File: config.mk
export PLATFORM = sky130hd
export DESIGN_NAME = fdh_frame_descriptor_handler
export DESIGN_NICKNAME = d
export VERILOG_FILES = /design/src/fdh_pkg.sv /design/src/fdh_frame_descriptor_handler.sv
export SDC_FILE = /design/constraint.sdc
export NUM_CORES = 1
export LEC_CHECK = 0
export BUFFER_PORTS_ARGS = -buffer_cell sky130_fd_sc_hd__buf_2
export CAP_MARGIN = 20
export CORE_AREA = 4 4 203 205
export DETAILED_ROUTE_END_ITERATION = 8
export DIE_AREA = 0 0 207 209
export PLACE_DENSITY = 0.66
export SETUP_SLACK_MARGIN = 0.15
export SLEW_MARGIN = 15
export SYNTH_ARGS = -nofsm -noshare
export SYNTH_HDL_FRONTEND = slang
export SYNTH_SLANG_ARGS = --single-unit
File: constraint.sdc
create_clock -name clk -period 4.4 [get_ports clk]
set_input_delay 0.44 -clock clk [delete_from_list [all_inputs] [get_ports clk]]
set_output_delay 0.44 -clock clk [all_outputs]
set_load 0.03 [all_outputs]
File: src/fdh_pkg.sv
package fdh_pkg;

   // ----------------------------------------
   // Frame descriptor byte displacements
   // ----------------------------------------
   localparam logic [7:0] FD_CONF = 8'h00;
   localparam logic [7:0] FD_RXSTAT = 8'h02;
   localparam logic [7:0] FD_NEXT_CTRL = 8'h04;
   localparam logic [7:0] FD_NEXT_HI = 8'h06;
   localparam logic [7:0] FD_NEXT_LO = 8'h08;
   localparam logic [7:0] FD_BD_HI = 8'h0C;
   localparam logic [7:0] FD_BD_LO = 8'h0E;
   localparam logic [7:0] FD_LEN = 8'h10;
   localparam logic [7:0] FD_IR_HI = 8'h16;
   localparam logic [7:0] FD_IR_LO = 8'h18;
   localparam logic [7:0] FD_FC_WORD = 8'h1A;
   localparam logic [7:0] FD_ADDR = 8'h1C;

   // ----------------------------------------
   // Field positions
   // ----------------------------------------
   localparam int CONF_DONE_BIT = 15;
   localparam int CONF_NEG_BIT = 14;
   localparam int CONF_EMP_BIT = 13;
   localparam int CONF_FTL_BIT = 12;
   localparam int CONF_UR_BIT = 10;
   localparam int CONF_NR_BIT = 9;
   localparam int CONF_UF_BIT = 8;
   localparam int NPV_BIT = 15;
   localparam int WFD_BIT = 14;
   localparam int NRV_BIT = 15;
   localparam int RXST_LSB = 10;

   // ----------------------------------------
   // Limits and counts
   // ----------------------------------------
   localparam logic [15:0] OVER_LEN_LIMIT = 16'h2000;
   localparam logic [15:0] CRC_BYTES = 16'h0004;
   localparam logic [3:0] RX_ADDR_STEP = 4'h6;
   localparam logic [3:0] ADDR_WORDS_SHORT = 4'h2;
   localparam logic [3:0] ADDR_WORDS_LONG = 4'h6;

   // ----------------------------------------
   // Register map and reset values
   // ----------------------------------------
   localparam logic [1:0] REG_CTRL = 2'h0;
   localparam logic [1:0] REG_MASK = 2'h1;
   localparam logic [1:0] REG_EVENT = 2'h2;
   localparam logic [1:0] REG_STATE = 2'h3;
   localparam logic [1:0] CTRL_RST = 2'h0;
   localparam logic [5:0] MASK_RST = 6'h00;
   localparam int EVT_EMPTY_BIT = 0;
   localparam int EVT_LOW_BIT = 1;

   typedef enum {FDH_IDLE, FDH_ACCESS} fdh_state_t;
   typedef enum {FDH_JOB_TX, FDH_JOB_RX, FDH_JOB_IR} fdh_job_t;

endpackage

File: src/fdh_frame_descriptor_handler.sv
// Functional notes
// Fixed offsets: conf, status, link, length
// Response pointer 16/18, frame control 1B
// Short addresses: destination 1C, source 1E
// Long addresses: destination 1C-21, source 22-27
// Transmit confirmation word flag layout
// Done flag set when frame finished
// Queue-empty follows next link valid
// Too long: send shorter, abort, flag
// No-answer flag with negative or retry
// Attempt count, or retries at limit
// Host zeroes confirmation word first
// Receive bit 15 marks next link valid
// Host zeroes receive status first
// Receive error bits, accept per mask
// CRC frame whole, CRC per mode
// End delimiter error: bytes heard length
// Overrun or noise: bytes copied length
// Over 8K: copied whole, flag set
// No buffers: true length, flag set
// Last pool descriptor sets pool empty
// Pool low warning sets pool low
// Write first buffer pointer on receive
// Write answer address into response pointer
// Descriptors sit at even addresses
`timescale 1ns/1ps
`default_nettype none

module fdh_frame_descriptor_handler (
   input wire logic clk,
   input wire logic rst_n,
   // Avalon-MM slave
   input wire logic [3:0] avs_address,
   input wire logic avs_read,
   input wire logic avs_write,
   input wire logic [31:0] avs_writedata,
   input wire logic [3:0] avs_byteenable,
   output logic [31:0] avs_readdata,
   output logic avs_waitrequest,
   // Shared memory master, 16-bit words
   output logic mem_req,
   output logic mem_we,
   output logic [31:0] mem_addr,
   output logic [15:0] mem_wdata,
   output logic [1:0] mem_be,
   input wire logic [15:0] mem_rdata,
   input wire logic mem_ack,
   // Transmit completion
   input wire logic tx_cmp_valid,
   output logic tx_cmp_ready,
   input wire logic [31:0] tx_desc,
   input wire logic tx_negative,
   input wire logic tx_starvation,
   input wire logic tx_no_answer,
   input wire logic tx_answer_on_retry,
   input wire logic tx_unexpected,
   input wire logic [7:0] tx_attempts,
   input wire logic [7:0] tx_retries,
   input wire logic tx_retry_limit,
   input wire logic [15:0] tx_data_len,
   input wire logic [15:0] tx_first_buf_len,
   output logic tx_len_valid,
   output logic [15:0] tx_send_len,
   output logic tx_abort,
   // Receive completion
   input wire logic rx_cmp_valid,
   output logic rx_cmp_ready,
   input wire logic [31:0] rx_desc,
   input wire logic rx_crc_err,
   input wire logic rx_end_delimiter_error_flag_err,
   input wire logic rx_fifo_ovf,
   input wire logic rx_noise,
   input wire logic rx_no_buf,
   input wire logic [15:0] rx_bytes_heard,
   input wire logic [15:0] rx_bytes_copied,
   input wire logic [31:0] rx_first_bd,
   input wire logic [7:0] rx_frame_ctrl,
   input wire logic [47:0] rx_dst_addr,
   input wire logic [47:0] rx_src_addr,
   input wire logic rx_next_valid,
   output logic rx_verdict_valid,
   output logic rx_accept,
   // Request-with-response answer link
   input wire logic ir_valid,
   output logic ir_ready,
   input wire logic [31:0] ir_req_desc,
   input wire logic [31:0] ir_ans_desc
);

   // ----------------------------------------
   // Declarations
   // ----------------------------------------
   fdh_pkg::fdh_state_t state_q;
   fdh_pkg::fdh_job_t job_q;
   logic [3:0] step_q;
   logic [31:0] base_q;
   logic [31:0] ptr_q;
   logic [15:0] conf_q;
   logic [15:0] len_q;
   logic [5:0] stat_q;
   logic [7:0] fc_q;
   logic [47:0] dst_q;
   logic [47:0] src_q;
   logic nrv_q;
   logic npv_q;
   logic ftl_q;
   logic [15:0] first_buf_q;
   logic [15:0] data_len_q;
   logic address_length_select_q;
   logic store_crc_q;
   logic [5:0] mask_q;
   logic [1:0] evt_q;
   logic bus_ack_q;
   logic [31:0] rdata_q;
   logic tx_len_valid_q;
   logic [15:0] tx_send_len_q;
   logic tx_abort_q;
   logic verdict_q;
   logic accept_q;
   logic [7:0] step_off;
   logic [15:0] step_data;
   logic [1:0] step_be;
   logic step_we;
   logic step_last;
   logic [15:0] addr_word;

   // ----------------------------------------
   // Decode of requests and accesses
   // ----------------------------------------
   wire idle = (state_q == fdh_pkg::FDH_IDLE);
   wire tx_take = tx_cmp_valid & tx_cmp_ready;
   wire rx_take = rx_cmp_valid & rx_cmp_ready;
   wire ir_take = ir_valid & ir_ready;
   wire acc_done = mem_req & mem_ack;
   wire rx_over = rx_bytes_heard > fdh_pkg::OVER_LEN_LIMIT;
   wire [5:0] rx_err = {rx_crc_err, rx_end_delimiter_error_flag_err, rx_fifo_ovf, rx_noise, rx_over, rx_no_buf};
   wire rx_ok = ~|(rx_err & ~mask_q);
   wire [3:0] addr_idx = step_q - fdh_pkg::RX_ADDR_STEP;
   wire [3:0] addr_words = address_length_select_q ? fdh_pkg::ADDR_WORDS_LONG : fdh_pkg::ADDR_WORDS_SHORT;
   wire [15:0] crc_add = store_crc_q ? fdh_pkg::CRC_BYTES : 16'h0000;
   wire [7:0] tx_count = tx_retry_limit ? tx_retries : tx_attempts;
   wire tx_neg = tx_negative | tx_no_answer;
   wire tx_nr = tx_no_answer | tx_answer_on_retry;
   wire len_rd = acc_done & (job_q == fdh_pkg::FDH_JOB_TX) & (step_q == 4'h1);
   wire ctrl_rd = acc_done & (job_q == fdh_pkg::FDH_JOB_RX) & (step_q == 4'h0);

   // Grants: transmit first, then receive, then answer links
   assign tx_cmp_ready = idle;
   assign rx_cmp_ready = idle & ~tx_cmp_valid;
   assign ir_ready = idle & ~tx_cmp_valid & ~rx_cmp_valid;

   // Received length by error kind
   logic [15:0] rx_len;
   always_comb begin
      if (rx_fifo_ovf | rx_noise) begin
         rx_len = rx_bytes_copied;
      end else if (rx_over) begin
         rx_len = rx_bytes_copied;
      end else if (rx_end_delimiter_error_flag_err | rx_no_buf) begin
         rx_len = rx_bytes_heard;
      end else begin
         rx_len = 16'(rx_bytes_heard + crc_add);
      end
   end

   // Address word selection by address length
   always_comb begin
      if (address_length_select_q) begin
         case (addr_idx)
            4'h0: addr_word = dst_q[15:0];
            4'h1: addr_word = dst_q[31:16];
            4'h2: addr_word = dst_q[47:32];
            4'h3: addr_word = src_q[15:0];
            4'h4: addr_word = src_q[31:16];
            default: addr_word = src_q[47:32];
         endcase
      end else begin
         addr_word = (addr_idx == 4'h0) ? dst_q[15:0] : src_q[15:0];
      end
   end

   // ----------------------------------------
   // Access step table
   // ----------------------------------------
   always_comb begin
      step_off = fdh_pkg::FD_CONF;
      step_data = 16'h0000;
      step_be = 2'b11;
      step_we = 1'b1;
      step_last = 1'b0;
      case (job_q)
         fdh_pkg::FDH_JOB_TX: begin
            if (step_q == 4'h0) begin
               step_off = fdh_pkg::FD_NEXT_CTRL;
               step_we = 1'b0;
            end else if (step_q == 4'h1) begin
               step_off = fdh_pkg::FD_LEN;
               step_we = 1'b0;
            end else begin
               step_last = 1'b1;
               step_data = conf_q;
               step_data[fdh_pkg::CONF_EMP_BIT] = ~npv_q;
               step_data[fdh_pkg::CONF_FTL_BIT] = ftl_q;
            end
         end
         fdh_pkg::FDH_JOB_RX: begin
            if (step_q == 4'h0) begin
               step_off = fdh_pkg::FD_NEXT_CTRL;
               step_we = 1'b0;
            end else if (step_q == 4'h1) begin
               step_off = fdh_pkg::FD_RXSTAT;
               step_data = {stat_q, 10'h000};
            end else if (step_q == 4'h2) begin
               step_off = fdh_pkg::FD_LEN;
               step_data = len_q;
            end else if (step_q == 4'h3) begin
               step_off = fdh_pkg::FD_BD_HI;
               step_data = ptr_q[31:16];
            end else if (step_q == 4'h4) begin
               step_off = fdh_pkg::FD_BD_LO;
               step_data = ptr_q[15:0];
            end else if (step_q == 4'h5) begin
               step_off = fdh_pkg::FD_FC_WORD;
               step_data = {fc_q, 8'h00};
               step_be = 2'b10;
            end else if (addr_idx < addr_words) begin
               step_off = 8'(fdh_pkg::FD_ADDR + {3'h0, addr_idx, 1'b0});
               step_data = addr_word;
            end else begin
               step_last = 1'b1;
               step_data[fdh_pkg::NRV_BIT] = nrv_q;
            end
         end
         default: begin
            if (step_q == 4'h0) begin
               step_off = fdh_pkg::FD_IR_HI;
               step_data = ptr_q[31:16];
            end else begin
               step_off = fdh_pkg::FD_IR_LO;
               step_data = ptr_q[15:0];
               step_last = 1'b1;
            end
         end
      endcase
   end

   // Memory master drive
   assign mem_req = (state_q == fdh_pkg::FDH_ACCESS);
   assign mem_we = mem_req & step_we;
   assign mem_addr = base_q + {24'h00_0000, step_off};
   assign mem_wdata = step_data;
   assign mem_be = step_be;

   // ----------------------------------------
   // Sequencer
   // ----------------------------------------
   always_ff @(posedge clk or negedge rst_n) begin
      if (!rst_n) begin
         state_q <= fdh_pkg::FDH_IDLE;
         job_q <= fdh_pkg::FDH_JOB_TX;
         step_q <= 4'h0;
      end else begin
         case (state_q)
            fdh_pkg::FDH_IDLE: begin
               step_q <= 4'h0;
               if (tx_take) begin
                  state_q <= fdh_pkg::FDH_ACCESS;
                  job_q <= fdh_pkg::FDH_JOB_TX;
               end else if (rx_take && rx_ok) begin
                  state_q <= fdh_pkg::FDH_ACCESS;
                  job_q <= fdh_pkg::FDH_JOB_RX;
               end else if (ir_take) begin
                  state_q <= fdh_pkg::FDH_ACCESS;
                  job_q <= fdh_pkg::FDH_JOB_IR;
               end
            end
            fdh_pkg::FDH_ACCESS: begin
               if (acc_done) begin
                  step_q <= 4'(step_q + 4'h1);
                  if (step_last) begin
                     state_q <= fdh_pkg::FDH_IDLE;
                  end
               end
            end
            default: state_q <= fdh_pkg::FDH_IDLE;
         endcase
      end
   end

   // Job capture
   always_ff @(posedge clk or negedge rst_n) begin
      if (!rst_n) begin
         base_q <= 32'h0000_0000;
         ptr_q <= 32'h0000_0000;
         conf_q <= 16'h0000;
         data_len_q <= 16'h0000;
         first_buf_q <= 16'h0000;
      end else if (tx_take) begin
         base_q <= tx_desc;
         conf_q <= {1'b1, tx_neg, 2'b00, 1'b0, tx_starvation, tx_nr, tx_unexpected, tx_count};
         data_len_q <= tx_data_len;
         first_buf_q <= tx_first_buf_len;
      end else if (rx_take) begin
         base_q <= rx_desc;
         ptr_q <= rx_first_bd;
      end else if (ir_take) begin
         base_q <= ir_req_desc;
         ptr_q <= ir_ans_desc;
      end
   end

   // Receive fields capture
   always_ff @(posedge clk or negedge rst_n) begin
      if (!rst_n) begin
         stat_q <= 6'h00;
         len_q <= 16'h0000;
         fc_q <= 8'h00;
         dst_q <= 48'h0000_0000_0000;
         src_q <= 48'h0000_0000_0000;
         nrv_q <= 1'b0;
      end else if (rx_take) begin
         stat_q <= rx_err;
         len_q <= rx_len;
         fc_q <= rx_frame_ctrl;
         dst_q <= rx_dst_addr;
         src_q <= rx_src_addr;
         nrv_q <= rx_next_valid;
      end
   end

   // Transmit length check and link state
   always_ff @(posedge clk or negedge rst_n) begin
      if (!rst_n) begin
         npv_q <= 1'b0;
         ftl_q <= 1'b0;
         tx_len_valid_q <= 1'b0;
         tx_send_len_q <= 16'h0000;
         tx_abort_q <= 1'b0;
      end else begin
         tx_len_valid_q <= len_rd;
         if (acc_done && !step_we && step_q == 4'h0) begin
            npv_q <= mem_rdata[fdh_pkg::NPV_BIT];
         end
         if (len_rd) begin
            ftl_q <= data_len_q > mem_rdata;
            tx_abort_q <= data_len_q > mem_rdata;
            tx_send_len_q <= (first_buf_q < mem_rdata) ? first_buf_q : mem_rdata;
         end
      end
   end

   // Receive verdict pulse
   always_ff @(posedge clk or negedge rst_n) begin
      if (!rst_n) begin
         verdict_q <= 1'b0;
         accept_q <= 1'b0;
      end else begin
         verdict_q <= rx_take;
         accept_q <= rx_take & rx_ok;
      end
   end

   assign tx_len_valid = tx_len_valid_q;
   assign tx_send_len = tx_send_len_q;
   assign tx_abort = tx_abort_q;
   assign rx_verdict_valid = verdict_q;
   assign rx_accept = accept_q;

   // ----------------------------------------
   // Avalon-MM register slave
   // ----------------------------------------
   wire bus_req = avs_read | avs_write;
   wire wr_fire = avs_write & bus_ack_q;
   wire [1:0] reg_sel = avs_address[3:2];
   wire evt_clr_empty = wr_fire & (reg_sel == fdh_pkg::REG_EVENT) & avs_byteenable[0]
                        & avs_writedata[fdh_pkg::EVT_EMPTY_BIT];
   wire evt_clr_low = wr_fire & (reg_sel == fdh_pkg::REG_EVENT) & avs_byteenable[0]
                      & avs_writedata[fdh_pkg::EVT_LOW_BIT];
   wire evt_set_empty = ctrl_rd & ~mem_rdata[fdh_pkg::NPV_BIT];
   wire evt_set_low = ctrl_rd & mem_rdata[fdh_pkg::WFD_BIT];
   assign avs_waitrequest = bus_req & ~bus_ack_q;
   assign avs_readdata = rdata_q;

   // Read mux
   logic [31:0] rd_mux;
   always_comb begin
      case (reg_sel)
         fdh_pkg::REG_CTRL: rd_mux = {30'h0000_0000, store_crc_q, address_length_select_q};
         fdh_pkg::REG_MASK: rd_mux = {16'h0000, mask_q, 10'h000};
         fdh_pkg::REG_EVENT: rd_mux = {30'h0000_0000, evt_q};
         default: rd_mux = {30'h0000_0000, job_q == fdh_pkg::FDH_JOB_RX, ~idle};
      endcase
   end

   // Bus answer after one wait cycle
   always_ff @(posedge clk or negedge rst_n) begin
      if (!rst_n) begin
         bus_ack_q <= 1'b0;
         rdata_q <= 32'h0000_0000;
      end else begin
         bus_ack_q <= bus_req & ~bus_ack_q;
         if (avs_read && !bus_ack_q) begin
            rdata_q <= rd_mux;
         end
      end
   end

   // Software registers
   always_ff @(posedge clk or negedge rst_n) begin
      if (!rst_n) begin
         address_length_select_q <= fdh_pkg::CTRL_RST[0];
         store_crc_q <= fdh_pkg::CTRL_RST[1];
         mask_q <= fdh_pkg::MASK_RST;
      end else if (wr_fire) begin
         if (reg_sel == fdh_pkg::REG_CTRL && avs_byteenable[0]) begin
            address_length_select_q <= avs_writedata[0];
            store_crc_q <= avs_writedata[1];
         end
         if (reg_sel == fdh_pkg::REG_MASK && avs_byteenable[1]) begin
            mask_q <= avs_writedata[15:10];
         end
      end
   end

   // Pool events; a set beats a clear
   always_ff @(posedge clk or negedge rst_n) begin
      if (!rst_n) begin
         evt_q <= 2'b00;
      end else begin
         evt_q[fdh_pkg::EVT_EMPTY_BIT] <= evt_set_empty | (evt_q[0] & ~evt_clr_empty);
         evt_q[fdh_pkg::EVT_LOW_BIT] <= evt_set_low | (evt_q[1] & ~evt_clr_low);
      end
   end

   // ----------------------------------------
   // Assertions
   // ----------------------------------------
   wire tx_conf_wr = mem_req & mem_we & (job_q == fdh_pkg::FDH_JOB_TX);
   wire rx_last_wr = mem_req & step_last & (job_q == fdh_pkg::FDH_JOB_RX);
endmodule

`default_nettype wire

==> results.py <==
metrics = {
    "run_status": {
        "outcome": "finished with violations",
        "violations": "negative setup slack",
    },
    "cells_and_area": {
        "drive_above_1_share_pct": 29.0,
        "utilization_pct": 51.4,
        "nets": 2783,
        "area_growth_syn_to_layout_pct": 29.1,
    },
    "yosys": {
        "ys_async_sr_fraction_pct": 100,
        "synth_area_leaders": "dfrtp_1, nand2_1, mux2i_1",
        "ys_seq_area_share_pct": 45.0,
        "synth_seq_cells": 283,
        "synth.distinct_cells": 64,
        "netlist_instances": 1866,
        "yosysWarnings": 0,
        "synth_top_area_share_pct": 45.0,
        "syn_area_um2": 15700,
        "synth_ff_type": "dfrtp_1",
        "synth_area_per_cell_um2": 8.43,
        "yosysTopAreaCell": "dfrtp_1",
        "synth_enable_flop_cells": 0,
    },
    "run": {
        "maxCapViolCount": 0,
    },
    "pwr": {
        "switching_share_pct": 44.0,
        "ir_drop_mv": 0.331,
        "pwr-share-clk_pct": 18.4,
        "intPower_uw": 7760,
        "power.density_nw_per_um2": 683,
        "p_sw_uw": 6110,
        "seq_power_share_pct": 35.4,
        "p_leak_uw": 0.0102,
        "combinationalPowerShare_pct": 46.2,
    },
    "placement": {
        "place.gp.congestion": 0.936,
        "hpwlAfterDp_um": 45700,
        "portBuffers": 474,
    },
    "timing": {
        "worst_pin_slew_ns": 1.01,
        "fin_crit_sh_pct": 103,
        "hold_viol_final": 0,
        "finalCriticalPeriod_ns": 4.54,
        "setup_viol": 11,
        "rsz0062_at_grt": "yes",
        "max-slew-margin-rel_pct": 32.5,
        "slew_violations": 0,
        "skew_ns": 0.00979,
        "setup_slack_ns": -0.136,
        "final.setup.tns_ns": -0.820,
        "fmax_mhz": 220,
    },
    "detailed_routing": {
        "detail-route-antenna-nets": 0,
        "remaining_drc_errors": 0,
        "totalWireLength_um": 59100,
        "wire_per_inst_um": 20.6,
        "viasPerCell": 5.31,
        "first_iter_violations": 1213,
        "firstDrtPassIters": 6,
        "vias": 15300,
    },
    "clocking": {
        "clock_latency_ns": 0.57,
        "clock_path_buffers": 3,
        "h-tree-depth": 1,
        "cts_sinks": 283,
        "cts_tree": "yes",
        "root_buffer": "clkbuf_16",
        "clk_pin_slew_worst_paths_ns": 0.06,
        "cts_made_buffers": 31,
    },
    "critical_path": {
        "critPathKind": "register to output port",
        "critPathMaxFanout": 5,
        "startpoint_type": "register",
        "worstPathArrival_ns": 4.10,
        "cp.required_ns": 3.96,
        "end_kind": "output port",
    },
    "floorplan": {
        "die-area_um2": 43300,
        "start_util_pct": 39.9,
        "die_w_um": 207,
        "design.core.area_um2": 39500,
        "die_height_um": 209,
        "num_rows": 73,
        "ios": 528,
    },
    "global_routing": {
        "grt_pass1_vias": 15300,
        "grt_usage_pct": 25.7,
        "grt_start_max_net_pins": 129,
        "overflow": 0,
        "grt_pass1_wl_um": 88100,
        "antenna_found_initial": 15,
    },
    "worst_hold_path": {
        "hold_path_class": "primary input to register",
    },
}
[cell usage after synthesis (9+ instances only)]
library cell  count
a2111oi_0         9
a21oi_1         118
a222oi_1         20
a22oi_1          38
a31oi_1          10
and3_1           10
buf_1            12
buf_2             9
buf_4            27
clkbuf_1         87
dfrtp_1         283
ha_1             45
inv_1            40
mux2_2           23
mux2i_1          83
nand2_1         617
nand3_1          45
nand4_1          14
nor2_1           77
nor2b_1           9
nor3_1           20
o21ai_0         114
o221ai_1         14
xnor2_1          28
xor2_1           15
[kinds of logic after synthesis]
kind of cell,after synthesis,share of synthesized area (%)
buf+inv,178,5.06
xor+xnor,43,2.39
flops,283,45.0
other cells,2,0.0478
mux,106,6.93
compound gates,386,15.5
fa+ha+maj,46,3.71
simple gates,822,21.3
[cell usage in the layout, fill, tap and decap left out, drive strengths merged, types with 45 or more instances in the layout]
cell type and n:
a21oi 118, dfrtp 283, clkbuf 49, ha 45, buf 527, nand2 618
mux2i 83, nand3 45, o21ai 116, nor2 78
[flip-flops by register name, summed over array words and instances, names as in the netlist, 2 cells and up]
signal / flops
evt_q: 2
len_q: 16
data_len_q: 16
job_q: 2
stat_q: 6
dst_q: 48
base_q: 32
conf_q: 13
tx_send_len: 16
mask_q: 6
first_buf_q: 16
src_q: 48
step_q: 4
fc_q: 8
avs_readdata: 8
ptr_q: 32
[worst paths after layout]
| path | startpoint | end | slack [ns] | cells after the start |
|---|---|---|---|---|
| min reg2reg | conf_q[15]$_DFFE_PN0P_ | conf_q[15]$_DFFE_PN0P_ | 0.47 | 1 |
| max in group asynchronous | rst_n | tx_send_len[3]$_DFFE_PN0P_ | 2.78 | 3 |
| min in group asynchronous | rst_n | tx_len_valid$_DFF_PN0_ | 0.51 | 2 |
| max | step_q[1]$_DFFE_PN0P_ | mem_addr[17] | -0.14 | 19 |
| min | tx_starvation | conf_q[10]$_DFFE_PN0P_ | 0.06 | 3 |
| max reg2reg | state_q[0]$_DFFE_PN0P_ | dst_q[43]$_DFFE_PN0P_ | 1.29 | 6 |
[repair_timing]
item | CTS | global route
endpoints found under the hold margin | 48 | 0
setup buffers | 3 | 9
gates resized for setup | 55 | 88
hold buffers | 1 | 0
pin swaps | 11 | 27
setup endpoints to repair | 38 | 40
[power by group through the flow]
stage | sequential [uW] | clock, uW | combinational, uW
after detailed placement | 4900 | 0 | 5940
after floorplan | 4650 | 0 | 3880
final | 4910 | 2550 | 6400
after global placement | 4870 | 0 | 5850
after global routing | 5010 | 2710 | 7010
after CTS | 4870 | 2610 | 6130
[layer usage]
layer  track usage [%]  share of wire [%]  vias to the layer above
met5                 0              0.093                        -
met3              5.52                6.7                      108
li1                  -                  -                     7270
met2              43.9                 49                      575
met1              32.7                 41                     7297
met4              8.48                3.6                        8
[area by class of cell]
class / count / area [um2]
diodes: 10 / 25.0
flip-flops and latches: 283 / 7080
clock inverters: 11 / 111
well taps: 525 / 657
repair buffers: 532 / 3030
fillers: 3833 / 19200
clock buffers: 45 / 878
multi-input cells: 1428 / 8350
inverters: 41 / 159
[worst max-delay path, cell delays in order (launching register included)]
cell and delay [ns]:
dfrtp_1 0.40, ha_1 0.32, ha_1 0.29, nor2b_4 0.14
nor3_4 0.13, a211oi_2 0.09, o21ai_1 0.17, nand3_1 0.11
o21ai_2 0.11, ha_2 0.21, inv_2 0.04, fa_2 0.34
nor2b_1 0.12, o21a_1 0.14, o21a_1 0.17, o21ai_1 0.07
buf_4 0.20, nor2_1 0.12, xor2_1 0.19, buf_4 0.19
[stage by stage]
stage | hold WS [ns] | worst slack [ns] | cells | instance area [um2] | power, uW
after floorplan | 0.144 | 0.166 | 1889 | 15900 | 8530
after global placement | 0.455 | 0.153 | 2796 | 18700 | 10700
after detailed placement | 0.461 | 0.0931 | 2796 | 18700 | 10800
after CTS | 0.0234 | -0.151 | 2856 | 19900 | 13600
after global routing | 0.0460 | -0.417 | 2874 | 20300 | 14700
final | 0.0597 | -0.136 | 2875 | 20300 | 13900
Power figures use the tool's default switching activity.
